[src/dccl_pkg.sv]
`default_nettype none
package dccl_pkg;
  // Time base
  localparam int unsigned CLK_PERIOD_NS = 25;
  localparam int unsigned INIT_CLR_NS   = 1000;
  localparam int unsigned INIT_CLR_CYC  = (INIT_CLR_NS + CLK_PERIOD_NS - 1) / CLK_PERIOD_NS;
  localparam int unsigned MCLK_HALF_NS  = 50;
  localparam int unsigned MCLK_HALF_CYC = (MCLK_HALF_NS + CLK_PERIOD_NS - 1) / CLK_PERIOD_NS;

  // Register word indexes
  localparam logic [2:0] REG_CTRL   = 3'h0;
  localparam logic [2:0] REG_STATUS = 3'h1;
  localparam logic [2:0] REG_BITCNT = 3'h2;
  localparam logic [2:0] REG_PULSES = 3'h3;
  localparam logic [2:0] REG_CFGIDX = 3'h4;
  localparam logic [2:0] REG_CFGDAT = 3'h5;

  // Control fields
  localparam int unsigned CTRL_MODE_LSB = 0;
  localparam int unsigned CTRL_PROG_BIT = 2;
  localparam logic [1:0]  MODE_MASTER   = 2'h0;
  localparam logic [1:0]  MODE_SLAVE    = 2'h1;
  localparam logic [1:0]  MODE_SYNCBYTE = 2'h2;
  localparam logic [1:0]  MODE_RST      = MODE_MASTER;

  // Status fields
  localparam int unsigned STAT_DONE_BIT = 0;
  localparam int unsigned STAT_ERR_BIT  = 1;
  localparam int unsigned STAT_LOAD_BIT = 2;
  localparam int unsigned STAT_CONF_BIT = 3;
  localparam int unsigned STAT_INIT_BIT = 4;

  // Stream layout
  localparam int unsigned PRE_BITS = 8;
  localparam int unsigned BYTE_W   = 8;

  typedef enum logic [2:0] {
    ST_WAIT_PROG,
    ST_PROG,
    ST_INIT,
    ST_HEADER,
    ST_FRAMES,
    ST_PASS,
    ST_DONE,
    ST_ERROR
  } dccl_state_t;
endpackage : dccl_pkg
`default_nettype wire

[src/dccl_sync.sv]
`default_nettype none
module dccl_sync #(
  parameter int W = 1
) (
  input  wire logic         sys_clk, // System clock
  input  wire logic         srst,    // Sync reset
  input  wire logic [W-1:0] d,       // Asynchronous input
  output logic      [W-1:0] q        // Synchronised output
);
  logic [W-1:0] meta_q;

  always_ff @(posedge sys_clk) begin
    if (srst) begin
      meta_q <= '0;
      q      <= '0;
    end else begin
      meta_q <= d;
      q      <= meta_q;
    end
  end
endmodule : dccl_sync
`default_nettype wire

[src/dccl_crc.sv]
`default_nettype none
module dccl_crc #(
  parameter int         W    = 16,
  parameter logic [W-1:0] POLY = 16'h1021
) (
  input  wire logic         sys_clk,  // System clock
  input  wire logic         srst,     // Sync reset
  input  wire logic         clr,      // Clear remainder
  input  wire logic         en,       // Shift one bit
  input  wire logic         bit_i,    // Serial bit
  output logic      [W-1:0] crc_next  // Remainder after this bit
);
  logic [W-1:0] crc_q;
  logic         fb;

  assign fb       = crc_q[W-1] ^ bit_i;
  assign crc_next = {crc_q[W-2:0], 1'b0} ^ (fb ? POLY : '0);

  always_ff @(posedge sys_clk) begin
    if (srst || clr) begin
      crc_q <= '0;
    end else if (en) begin
      crc_q <= crc_next;
    end
  end
endmodule : dccl_crc
`default_nettype wire

[src/dccl_loader.sv]
// Local design decisions: the register offsets and the Avalon-MM interface to the registers.
`default_nettype none
module dccl_loader
  import dccl_pkg::*;
#(
  parameter int          CNT_W      = 24,
  parameter int          FRAME_W    = 16,
  parameter int          CRC_W      = 16,
  parameter logic [15:0] CRC_POLY   = 16'h1021,
  parameter int          OWN_FRAMES = 64
) (
  input  wire logic              sys_clk,            // 40 MHz clock
  input  wire logic              srst,               // Sync reset, high
  input  wire logic [2:0]        avs_address,        // Word index
  input  wire logic              avs_read,           // Read request
  input  wire logic              avs_write,          // Write request
  input  wire logic [31:0]       avs_writedata,      // Write data
  output logic      [31:0]       avs_readdata,       // Read data
  output logic                   avs_waitrequest,    // Stall
  input  wire logic              config_bit_clock_i, // Link clock in
  output logic                   config_bit_clock_o, // Link clock out
  output logic                   config_bit_clock_oe,// Drive link clock
  input  wire logic              din_i,              // Serial data in
  input  wire logic [BYTE_W-1:0] byte_i,             // Byte data in
  output logic                   byte_ack_o,         // Byte accepted
  output logic                   dout_o,             // Chain data out
  input  wire logic              prog_n_i,           // Program, low pulse
  input  wire logic              init_i,             // Shared init level
  output logic                   init_oe,            // Pull init low
  output logic                   done_oe,            // Pull done low
  output logic                   high_while_loading, // Status, high
  output logic                   low_while_loading,  // Status, low
  output logic                   user_io_en          // User I/O enable
);
  localparam int HDR_BITS = PRE_BITS + CNT_W;
  localparam int HW       = $clog2(HDR_BITS + 1);
  localparam int FR_BITS  = FRAME_W + CRC_W;
  localparam int FW       = $clog2(FR_BITS + 1);
  localparam int MW       = $clog2(OWN_FRAMES);
  localparam int IW       = $clog2(INIT_CLR_CYC + 1);
  localparam int DW       = $clog2(MCLK_HALF_CYC + 1);

  dccl_state_t          state_q, state_d;
  logic [1:0]           mode_q;
  logic                 soft_prog_q;
  logic [MW-1:0]        cfg_idx_q;
  logic                 ack_q;
  logic [31:0]          rdata_q;
  logic [3:0]           sy;
  logic [BYTE_W-1:0]    sy_byte;
  logic                 clk_d1_q;
  logic                 gclk_q;
  logic [DW-1:0]        div_q;
  logic [IW-1:0]        init_cnt_q;
  logic [CNT_W-1:0]     pulse_q;
  logic [CNT_W-1:0]     bitcnt_q;
  logic [HW-1:0]        hdr_cnt_q;
  logic                 fr_busy_q;
  logic [FW-1:0]        fr_cnt_q;
  logic [FRAME_W-1:0]   fr_sh_q;
  logic [MW-1:0]        fr_idx_q;
  logic [FRAME_W-1:0]   cfg_mem [OWN_FRAMES];
  logic                 first_q;
  logic [2:0]           ph_q;
  logic [BYTE_W-1:0]    bsr_q;
  logic                 bacc_q;
  logic [1:0]           p1_q, p2_q;
  logic                 dout_q;

  // Pin synchronisers
  dccl_sync #(.W(4)) u_sync_pins (
    .sys_clk (sys_clk),
    .srst    (srst),
    .d       ({init_i, ~prog_n_i, din_i, config_bit_clock_i}), // Program active high: reset 0 is idle
    .q       (sy)
  );

  dccl_sync #(.W(BYTE_W)) u_sync_byte (
    .sys_clk (sys_clk),
    .srst    (srst),
    .d       (byte_i),
    .q       (sy_byte)
  );

  // Decode
  wire is_master  = (mode_q == MODE_MASTER);
  wire is_byte    = (mode_q == MODE_SYNCBYTE);
  wire loading    = (state_q == ST_HEADER) || (state_q == ST_FRAMES) || (state_q == ST_PASS);
  wire prog_req   = sy[2] | soft_prog_q;
  wire init_timed = (init_cnt_q == IW'(INIT_CLR_CYC));
  wire tick       = (div_q == DW'(MCLK_HALF_CYC - 1));
  wire run        = is_master & loading;
  wire grise      = run & tick & ~gclk_q;
  wire gfall      = run & tick & gclk_q;
  wire srise      = sy[0] & ~clk_d1_q;
  wire sfall      = ~sy[0] & clk_d1_q;
  wire rise       = loading & (is_master ? grise : srise);
  wire fall       = is_master ? gfall : sfall;
  wire bit_v      = rise & ~(is_byte & first_q);
  wire bit_w      = ~is_byte ? sy[1] :
                    (ph_q == 3'h0) ? sy_byte[BYTE_W-1] : bsr_q[3'h7 - ph_q];
  wire [CNT_W-1:0] pulse_n = pulse_q + CNT_W'(1);
  wire cnt_hit    = (pulse_n == bitcnt_q);
  wire hdr_last   = (hdr_cnt_q == HW'(HDR_BITS - 1));
  wire in_frames  = bit_v & (state_q == ST_FRAMES);
  wire crc_clr    = in_frames & ~fr_busy_q & ~bit_w;
  wire crc_en     = in_frames & fr_busy_q;
  wire fr_end     = crc_en & (fr_cnt_q == FW'(FR_BITS - 1));
  wire [CRC_W-1:0] crc_next;
  wire fr_bad     = fr_end & (crc_next != '0);
  wire fr_good    = fr_end & (crc_next == '0);
  wire own_last   = (fr_idx_q == MW'(OWN_FRAMES - 1));
  wire fwd_tag    = (state_q == ST_HEADER) || (state_q == ST_PASS);
  wire two_stage  = is_master | is_byte;
  wire acc        = (avs_read | avs_write) & ~ack_q;
  wire wr_en      = avs_write & ack_q;

  dccl_crc #(.W(CRC_W), .POLY(CRC_POLY)) u_crc (
    .sys_clk  (sys_clk),
    .srst     (srst),
    .clr      (crc_clr),
    .en       (crc_en),
    .bit_i    (bit_w),
    .crc_next (crc_next)
  );

  // Load sequence
  always_comb begin
    state_d = state_q;
    case (state_q)
      ST_WAIT_PROG: if (is_master) state_d = ST_INIT;
      ST_PROG:      state_d = ST_INIT;
      ST_INIT:      if (init_timed && sy[3]) state_d = ST_HEADER;
      ST_HEADER:    if (bit_v && hdr_last) state_d = ST_FRAMES;
      ST_FRAMES: begin
        if (fr_bad) begin
          state_d = ST_ERROR;
        end else if (bit_v && cnt_hit) begin
          state_d = ST_DONE;
        end else if (fr_good && own_last) begin
          state_d = ST_PASS;
        end
      end
      ST_PASS:      if (bit_v && cnt_hit) state_d = ST_DONE;
      default:      state_d = state_q;
    endcase
    if (prog_req) begin
      state_d = ST_PROG;
    end
  end

  always_ff @(posedge sys_clk) begin
    if (srst) begin
      state_q <= ST_WAIT_PROG;
    end else begin
      state_q <= state_d;
    end
  end

  // Link clock edges; head device makes its own clock
  always_ff @(posedge sys_clk) begin
    if (srst) begin
      clk_d1_q <= 1'b0;
      gclk_q   <= 1'b0;
      div_q    <= '0;
    end else begin
      clk_d1_q <= sy[0];
      if (!run) begin
        gclk_q <= 1'b0;
        div_q  <= '0;
      end else if (tick) begin
        gclk_q <= ~gclk_q;
        div_q  <= '0;
      end else begin
        div_q  <= div_q + DW'(1);
      end
    end
  end

  // Init clearing time
  always_ff @(posedge sys_clk) begin
    if (srst || state_q != ST_INIT) begin
      init_cnt_q <= '0;
    end else if (!init_timed) begin
      init_cnt_q <= init_cnt_q + IW'(1);
    end
  end

  // Pulse and header counters
  always_ff @(posedge sys_clk) begin
    if (srst || state_q == ST_PROG) begin
      pulse_q   <= '0;
      bitcnt_q  <= '0;
      hdr_cnt_q <= '0;
    end else if (bit_v) begin
      pulse_q <= pulse_n;
      if (state_q == ST_HEADER) begin
        hdr_cnt_q <= hdr_cnt_q + HW'(1);
        if (hdr_cnt_q >= HW'(PRE_BITS)) begin
          bitcnt_q <= {bitcnt_q[CNT_W-2:0], bit_w};
        end
      end
    end
  end

  // Frame receiver
  always_ff @(posedge sys_clk) begin
    if (srst || state_q == ST_PROG) begin
      fr_busy_q <= 1'b0;
      fr_cnt_q  <= '0;
      fr_sh_q   <= '0;
      fr_idx_q  <= '0;
    end else if (crc_clr) begin
      fr_busy_q <= 1'b1;
      fr_cnt_q  <= '0;
    end else if (crc_en) begin
      fr_cnt_q <= fr_cnt_q + FW'(1);
      if (fr_cnt_q < FW'(FRAME_W)) begin
        fr_sh_q <= {fr_sh_q[FRAME_W-2:0], bit_w};
      end
      if (fr_end) begin
        fr_busy_q <= 1'b0;
      end
      if (fr_good && !own_last) begin
        fr_idx_q <= fr_idx_q + MW'(1);
      end
    end
  end

  always_ff @(posedge sys_clk) begin
    if (fr_good) begin
      cfg_mem[fr_idx_q] <= fr_sh_q;
    end
  end

  // Byte serialiser
  always_ff @(posedge sys_clk) begin
    if (srst || !is_byte || !loading) begin
      first_q <= 1'b1;
      ph_q    <= '0;
      bsr_q   <= '0;
      bacc_q  <= 1'b0;
    end else if (rise) begin
      bacc_q <= 1'b0;
      if (first_q) begin
        first_q <= 1'b0;
      end else begin
        ph_q <= ph_q + 3'h1;
        if (ph_q == 3'h0) begin
          bsr_q  <= sy_byte;
          bacc_q <= 1'b1;
        end
      end
    end
  end

  // Chain output: rise-captured, driven on falling edges
  always_ff @(posedge sys_clk) begin
    if (srst || state_q == ST_PROG) begin
      p1_q   <= '0;
      p2_q   <= '0;
      dout_q <= 1'b1;
    end else begin
      if (bit_v) begin
        p1_q <= {fwd_tag, bit_w};
        p2_q <= p1_q;
      end
      if (fall) begin
        if (two_stage) begin
          dout_q <= p2_q[1] ? p2_q[0] : 1'b1;
        end else begin
          dout_q <= p1_q[1] ? p1_q[0] : 1'b1;
        end
      end
    end
  end

  // Register bus
  wire [31:0] stat_w = 32'(
    (32'(state_q == ST_DONE)  << STAT_DONE_BIT) |
    (32'(state_q == ST_ERROR) << STAT_ERR_BIT)  |
    (32'(loading)             << STAT_LOAD_BIT) |
    (32'((state_q == ST_PASS) || (state_q == ST_DONE)) << STAT_CONF_BIT) |
    (32'(sy[3])               << STAT_INIT_BIT));
  wire [31:0] rd_mux =
    (avs_address == REG_CTRL)   ? 32'(mode_q) :
    (avs_address == REG_STATUS) ? stat_w :
    (avs_address == REG_BITCNT) ? 32'(bitcnt_q) :
    (avs_address == REG_PULSES) ? 32'(pulse_q) :
    (avs_address == REG_CFGIDX) ? 32'(cfg_idx_q) :
    (avs_address == REG_CFGDAT) ? 32'(cfg_mem[cfg_idx_q]) : 32'h0000_0000;

  always_ff @(posedge sys_clk) begin
    if (srst) begin
      ack_q       <= 1'b0;
      rdata_q     <= '0;
      mode_q      <= MODE_RST;
      soft_prog_q <= 1'b0;
      cfg_idx_q   <= '0;
    end else begin
      ack_q       <= acc;
      soft_prog_q <= 1'b0;
      if (acc && avs_read) begin
        rdata_q <= rd_mux;
      end
      if (wr_en && avs_address == REG_CTRL) begin
        mode_q      <= avs_writedata[CTRL_MODE_LSB +: 2];
        soft_prog_q <= avs_writedata[CTRL_PROG_BIT];
      end else if (wr_en && avs_address == REG_CFGIDX) begin
        cfg_idx_q <= avs_writedata[MW-1:0];
      end
    end
  end

  // Outputs
  assign avs_waitrequest     = acc;
  assign avs_readdata        = rdata_q;
  assign config_bit_clock_o  = gclk_q;
  assign config_bit_clock_oe = is_master;
  assign dout_o              = dout_q;
  assign byte_ack_o          = bacc_q;
  assign init_oe             = (state_q == ST_PROG) || (state_q == ST_ERROR) ||
                               ((state_q == ST_INIT) && !init_timed);
  assign done_oe             = (state_q != ST_DONE);
  assign user_io_en          = (state_q == ST_DONE);
  assign high_while_loading  = loading;
  assign low_while_loading   = ~loading;
endmodule : dccl_loader
`default_nettype wire

[config.mk]
export PLATFORM = sky130hd
export DESIGN_NAME = dccl_loader
export DESIGN_NICKNAME = d
export VERILOG_FILES = /design/src/dccl_pkg.sv /design/src/dccl_sync.sv /design/src/dccl_crc.sv /design/src/dccl_loader.sv
export SDC_FILE = /design/constraint.sdc
export NUM_CORES = 1
export LEC_CHECK = 0
export BUFFER_PORTS_ARGS = -buffer_cell sky130_fd_sc_hd__buf_4
export CORE_MARGIN = 5
export CORE_UTILIZATION = 40
export DETAILED_ROUTE_END_ITERATION = 7
export PLACE_DENSITY = 0.57
export SETUP_SLACK_MARGIN = 0.1
export SLEW_MARGIN = 20
export SYNTH_ARGS = -nofsm -noshare
export SYNTH_HDL_FRONTEND = slang
export SYNTH_SLANG_ARGS = --single-unit
[constraint.sdc]
create_clock -name sys_clk -period 6.2 [get_ports sys_clk]
set_input_delay 0.31 -clock sys_clk [delete_from_list [all_inputs] [get_ports sys_clk]]
set_output_delay 0.31 -clock sys_clk [all_outputs]
set_load 0.005 [all_outputs]
Word-level counts from Yosys, hierarchy flattened
Memories as Yosys holds them, arrays and structs flattened. A register that Yosys moved wholly into a read port is not among the register bits. Cells that the tools add are included.

Register bits: 196. RAM bits: 1024. Input port bits: 51. Output and inout port bits: 42. Logic and storage cells: 196. Memories kept: 1.

Add/subtract/negate cells: 8. Magnitude comparators: 3. Eq/ne operators: 31. Mux-type cells: 34. Bitwise logic cells: 40. Reductions and logical operators: 49.

Memories: cfg_mem (depth 64, width 16, read ports 1, clocked after Yosys merged registers in 1, write ports 1, line dccl_loader.sv:62) `logic [FRAME_W-1:0] cfg_mem [OWN_FRAMES];`.

Operators by type and width (number): $mux W24 (4); $mux W16 (2); $add A24 B1 Y24 const B (1); $add A6 B1 Y6 const B (4); $eq A24 B24 Y1 (1); $mux W3 (7); $and A1 B1 Y1 (18); $eq A3 B3 Y1 const B (6); $pmux W3 S6 (1); $logic_not A16 Y1 (1); $mux W1 (16); $reduce_bool A16 Y1 (1); $xor A16 B16 Y16 (1); $mux W13 (1); $not A1 Y1 (13); $eq A3 B2 Y1 const B (4); $eq A6 B5 Y1 const B (2); $eq A6 B6 Y1 const B (2); $mux W6 (2); $ne A3 B3 Y1 const B (4); $reduce_and A3 Y1 (4); $reduce_and A6 Y1 (2); $logic_or A1 B1 Y1 (11); $logic_and A1 B1 Y1 (9); other kinds (30) (48).

Logic depth before layout (Yosys ltp)
Depth after elaboration: 19. Mapped depth: 12. Gate-level depth less buffers: 10.

Modules after synthesis
A second synthesis with hierarchy kept.

Cells, all modules: 2641. Area total of the unflattened synthesis: 48178.7 µm².

By module, submodules not included: dccl_loader (instances 1, cells an instance 2522, area an instance 46758.6 µm², seq. area each 33832.4 µm²); dccl_crc (instances 1, cells an instance 70, area an instance 745.7 µm², seq. area each 320.3 µm²); dccl_sync at u_sync_byte (instances 1, cells an instance 33, area an instance 464.2 µm², seq. area each 320.3 µm²); dccl_sync at u_sync_pins (instances 1, cells an instance 16, area an instance 210.2 µm², seq. area each 160.2 µm²).

Worst setup path after synthesis
No wires, ideal clock.

Path type: register to register. Start: register div_q[0]. End: memory cfg_mem[55][0], enable pin. Setup time: 0.389 ns. Arrival time: 2.877 ns. Required time: 5.811 ns. Path slack: 2.934 ns. Cell stages (with the launch flop): 10. Path buffers: 1. Clock period less this slack: 3.266 ns. Cell sequence: dfxtp_1 -> ha_1 -> or4b_1 -> o21ai_2 -> and4_1 -> nand4_1 -> nor2_1 -> nand4_1 -> clkbuf_1 -> nor2_1.

Word-level cells in the longest chain between the ends: 12.

RTL lines: from (decl) (line dccl_loader.sv:53) `logic [DW-1:0] div_q;`; from (signal assigned) (line dccl_loader.sv:175) `div_q <= div_q + DW'(1);`; $eq A2 B1 Y1 (line dccl_loader.sv:91) `wire tick = (div_q == DW'(MCLK_HALF_CYC - 1));`; $and A1 B1 Y1 (2 in series) (line dccl_loader.sv:93) `wire grise = run & tick & ~gclk_q;`; $mux W1 (line dccl_loader.sv:97) `wire rise = loading & (is_master ? grise : srise);`; $and A1 B1 Y1 (line dccl_loader.sv:97); $and A1 B1 Y1 (line dccl_loader.sv:99) `wire bit_v = rise & ~(is_byte & first_q);`; $and A1 B1 Y1 (line dccl_loader.sv:105) `wire in_frames = bit_v & (state_q == ST_FRAMES);`; $and A1 B1 Y1 (line dccl_loader.sv:107) `wire crc_en = in_frames & fr_busy_q;`; $and A1 B1 Y1 (line dccl_loader.sv:108) `wire fr_end = crc_en & (fr_cnt_q == FW'(FR_BITS - 1));`; $and A1 B1 Y1 (line dccl_loader.sv:111) `wire fr_good = fr_end & (crc_next == '0);`; $mux W1 (line dccl_loader.sv:231) `if (fr_good) begin`; $mux W1 (implied by the code) (line dccl_loader.sv:232) `cfg_mem[fr_idx_q] <= fr_sh_q;`; to (decl) (line dccl_loader.sv:62).

Every way passes these cells.

Worst setup path in the final report
Start: register div_q[0]. End: memory cfg_mem[63][6], enable pin.

The elaborated chain is that of the path after synthesis.

==> impl_results.md <==
* Status: finished clean
* Global Route Usage Sum at around 18%
* Power Dens Cells at slightly below 300 nW/um2
* Routed len/inst at ~25 um
* Largest net degree at the start of global routing at just over 80
* Slowest stage delay, CP at 710 ps
* Tmin final at 4377 ps
* Die area at roughly 130000 um2
* Crit-path max FO at 22
* Final WL at about 110000 um
* Avg Vias per Cell at between 5 and 6
* Hold crit path type: input port to flop
* Setup Skew at approximately 42 ps
* Post-CTS resize count at 0
* Dominant synthesized flop cell: edfxtp_1
* Share of cells above drive strength 1 at approximately 26%
* Yosys cell types at between 70 and 80
* FF-to-FF path depth at 9
* Post-synth top area cell: edfxtp_1
* Max Buffers Root-to-Sink at 3
* Non-filler cells, final at approximately 4400
* DP HPWL at about 70000 um
* Crit path cell chain: ha_1 > or4b_1 > o21ai_2 > and4_1 > nand4_1 > nor2_1 > nand4_1 > nor2_1 > buf_4
* Hold EP: avs_readdata[19]$_SDFFE_PP0P_
* VDD IR max at between 0.2 and 0.25 mV
* TNS Setup at 0 ps
* First-pass GRT wire length at 167500 um
* DR DRC count at 0
* Total power at 16150 uW
* CTS Buf Count at 120
* Routability congestion estimate at roughly 0.8
* Period utilisation layout at between 70% and 80%
* Synth-to-Final Area Change at 13.98%
* Final setup vio count at 0
* Iteration-0 DRC Markers at ~2400
* Total number of vias at between 20000 and 25000
* Yosys reg bits at ~1200
* Crit end category: flop
* Worst-Skew Late Latency at slightly above 700 ps
* Drt pass-1 iters at 5
* Kind of critical path: flop to flop
* WHS Path Cells at 2
* CTS tree: done
* Fin. max-slew vios at 0
* Post-synth top area share at between 60% and 70%
* Root buffer cell: clkbuf_16
* Antenna violations before repair at 2
* P_leak at 0.01703 uW
* IO Pins at between 90 and 100
* Slew HR at ~27%
* Max_cap viols at 0
* GR Overflow Total at 0
* # fillers at between 10000 and 15000
* CTS Hold Buffers Added at 21
* Die X at approximately 360 um
* CTS H-tree lvls at 3
* Worst r2r src: div_q[0]$_SDFF_PP0_
* Crit-path slowest cell: and4_1
* Max Fclk at 0.2285 GHz
* Synth warn at 0
* Most common cell after layout, fill and taps aside: edfxtp_1
* CP top delay family: simple AND/OR/NAND/NOR gates
* Worst slew pin tran at between 1000 and 1500 ps
* Async S/R FF share, synth at 0%
* Dpl cells at ~4200
* Commonest cells after routing, fill and taps aside: edfxtp_1 (1024), mux4_2 (334), nor2_1 (216)
* Synth Area per Inst at roughly 19 um2
* CTS Sinks at roughly 1200
* Critical path startpoint category: flop
* I/O Buffers at 58
* Core area at roughly 120000 um2
* Mapped Cells at approximately 2600
* Reg-to-reg endpoint: cfg_mem[63][6]$_DFFE_PP_
* Vias in the first global route at 25260
* Worst hold start: srst
* Die Span Y at about 360 um
* Synth top area cells: edfxtp_1 (64%), mux4_2 (16%), dfxtp_1 (8.1%)
* Worst reg2reg setup slack at 1820 ps
* Crit path DAT at 4740 ps
* Initial Util at 40.13%
* CTS clk-pin slew, worst paths at around 60 ps
* Synth Cell Area at 48010 um2
* RSZ-0062 raised after global routing: false
* CP bufs+invs at 1
* Remaining antenna violation count at 0
* CP required at ~6600 ps
* Final net count at 2796
* EDFF count, synth at 1024
* Post-CTS setup buffers at 0
* Sequential-to-total area share from yosys stat at between 70 and 80%
* Final hold viol count at 0
* Std cell rows at 127
area by class of cell:
| class | instances | area, um2 | share of cell area [%] |
|---|---|---|---|
| Sequential cell | 1218 | 34680 | 63.36 |
| Multi-Input combinational cell | 1184 | 12620 | 23.07 |
| Clock buffer | 160 | 3248 | 5.935 |
| Tap cell | 1612 | 2017 | 3.685 |
| Timing Repair Buffer | 188 | 1526 | 2.789 |
| Clock inverter | 58 | 545.5 | 0.9968 |
| Inverter | 23 | 86.33 | 0.1578 |
| Antenna cell | 1 | 2.502 | 0.004573 |
flip-flops by register name, indices dropped and copies added (netlist names), 16 cells and up, named ones only:
signal / cells
avs_readdata: 24
bitcnt_q: 24
cfg_mem: 1024
fr_sh_q: 16
pulse_q: 24
u_crc.crc_q: 16
cells in the mapped netlist (11+ instances only):
| master | n |
|---|---|
| nor4_1 | 11 |
| nand4_1 | 16 |
| a21oi_1 | 60 |
| xor2_1 | 29 |
| and4_1 | 11 |
| xnor2_1 | 44 |
| buf_4 | 13 |
| o21ai_0 | 28 |
| edfxtp_1 | 1024 |
| nand2b_1 | 12 |
| nor2b_1 | 37 |
| nor2_1 | 216 |
| buf_2 | 35 |
| mux2i_1 | 63 |
| nor3_1 | 21 |
| mux4_2 | 334 |
| dfxtp_1 | 194 |
| clkbuf_1 | 90 |
| nand3_1 | 23 |
| nand2_1 | 128 |
| inv_1 | 23 |
| buf_1 | 17 |
worst max-delay path by stage:
stage,from,to,slack (ps),depth (start not counted)
after floorplan,div_q[0]$_SDFF_PP0_,cfg_mem[55][0]$_DFFE_PP_,2930,9
after global placement,div_q[1]$_SDFF_PP0_,cfg_mem[47][12]$_DFFE_PP_,1880,10
after detailed placement,div_q[1]$_SDFF_PP0_,cfg_mem[39][10]$_DFFE_PP_,1840,10
after CTS,div_q[1]$_SDFF_PP0_,cfg_mem[23][3]$_DFFE_PP_,1810,10
after global routing,div_q[0]$_SDFF_PP0_,cfg_mem[23][3]$_DFFE_PP_,1470,9
final,div_q[0]$_SDFF_PP0_,cfg_mem[63][6]$_DFFE_PP_,1820,9
routing by layer:
layer	GRT usage (%)	share of wire (%)
met5	0	0.012
met4	5.302	2.7
met3	2.760	5.8
met2	30.41	50
met1	23.78	41
cells by family after synthesis:
| logic type | after synthesis | synth area share, % |
|---|---|---|
| other cells | 1 | 0.007810 |
| flops | 1218 | 72.13 |
| mux | 404 | 17.14 |
| xor+xnor | 74 | 1.379 |
| simple gates | 526 | 5.220 |
| compound gates | 162 | 2.168 |
| fa+ha+maj | 10 | 0.2606 |
| buf+inv | 183 | 1.689 |
where the power goes:
group | switching [uW] | total, uW | internal, uW
Sequential | 43.0 | 8810 | 8760
Clock | 3070 | 6980 | 3910
Combinational | 217 | 368 | 151
metrics by stage:
step	setup WS, ps	instance area (um2)	hold slack (ps)	utilization, %
global route	1472	54720	82.50	45.74
global placement	1883	50670	424.6	42.35
finish	1823	54730	102.7	45.74
CTS	1814	54710	39.06	45.72
detailed placement	1838	50710	417.3	42.38
floorplan	2934	48040	376.7	-
(Power assumes the default switching activity.)
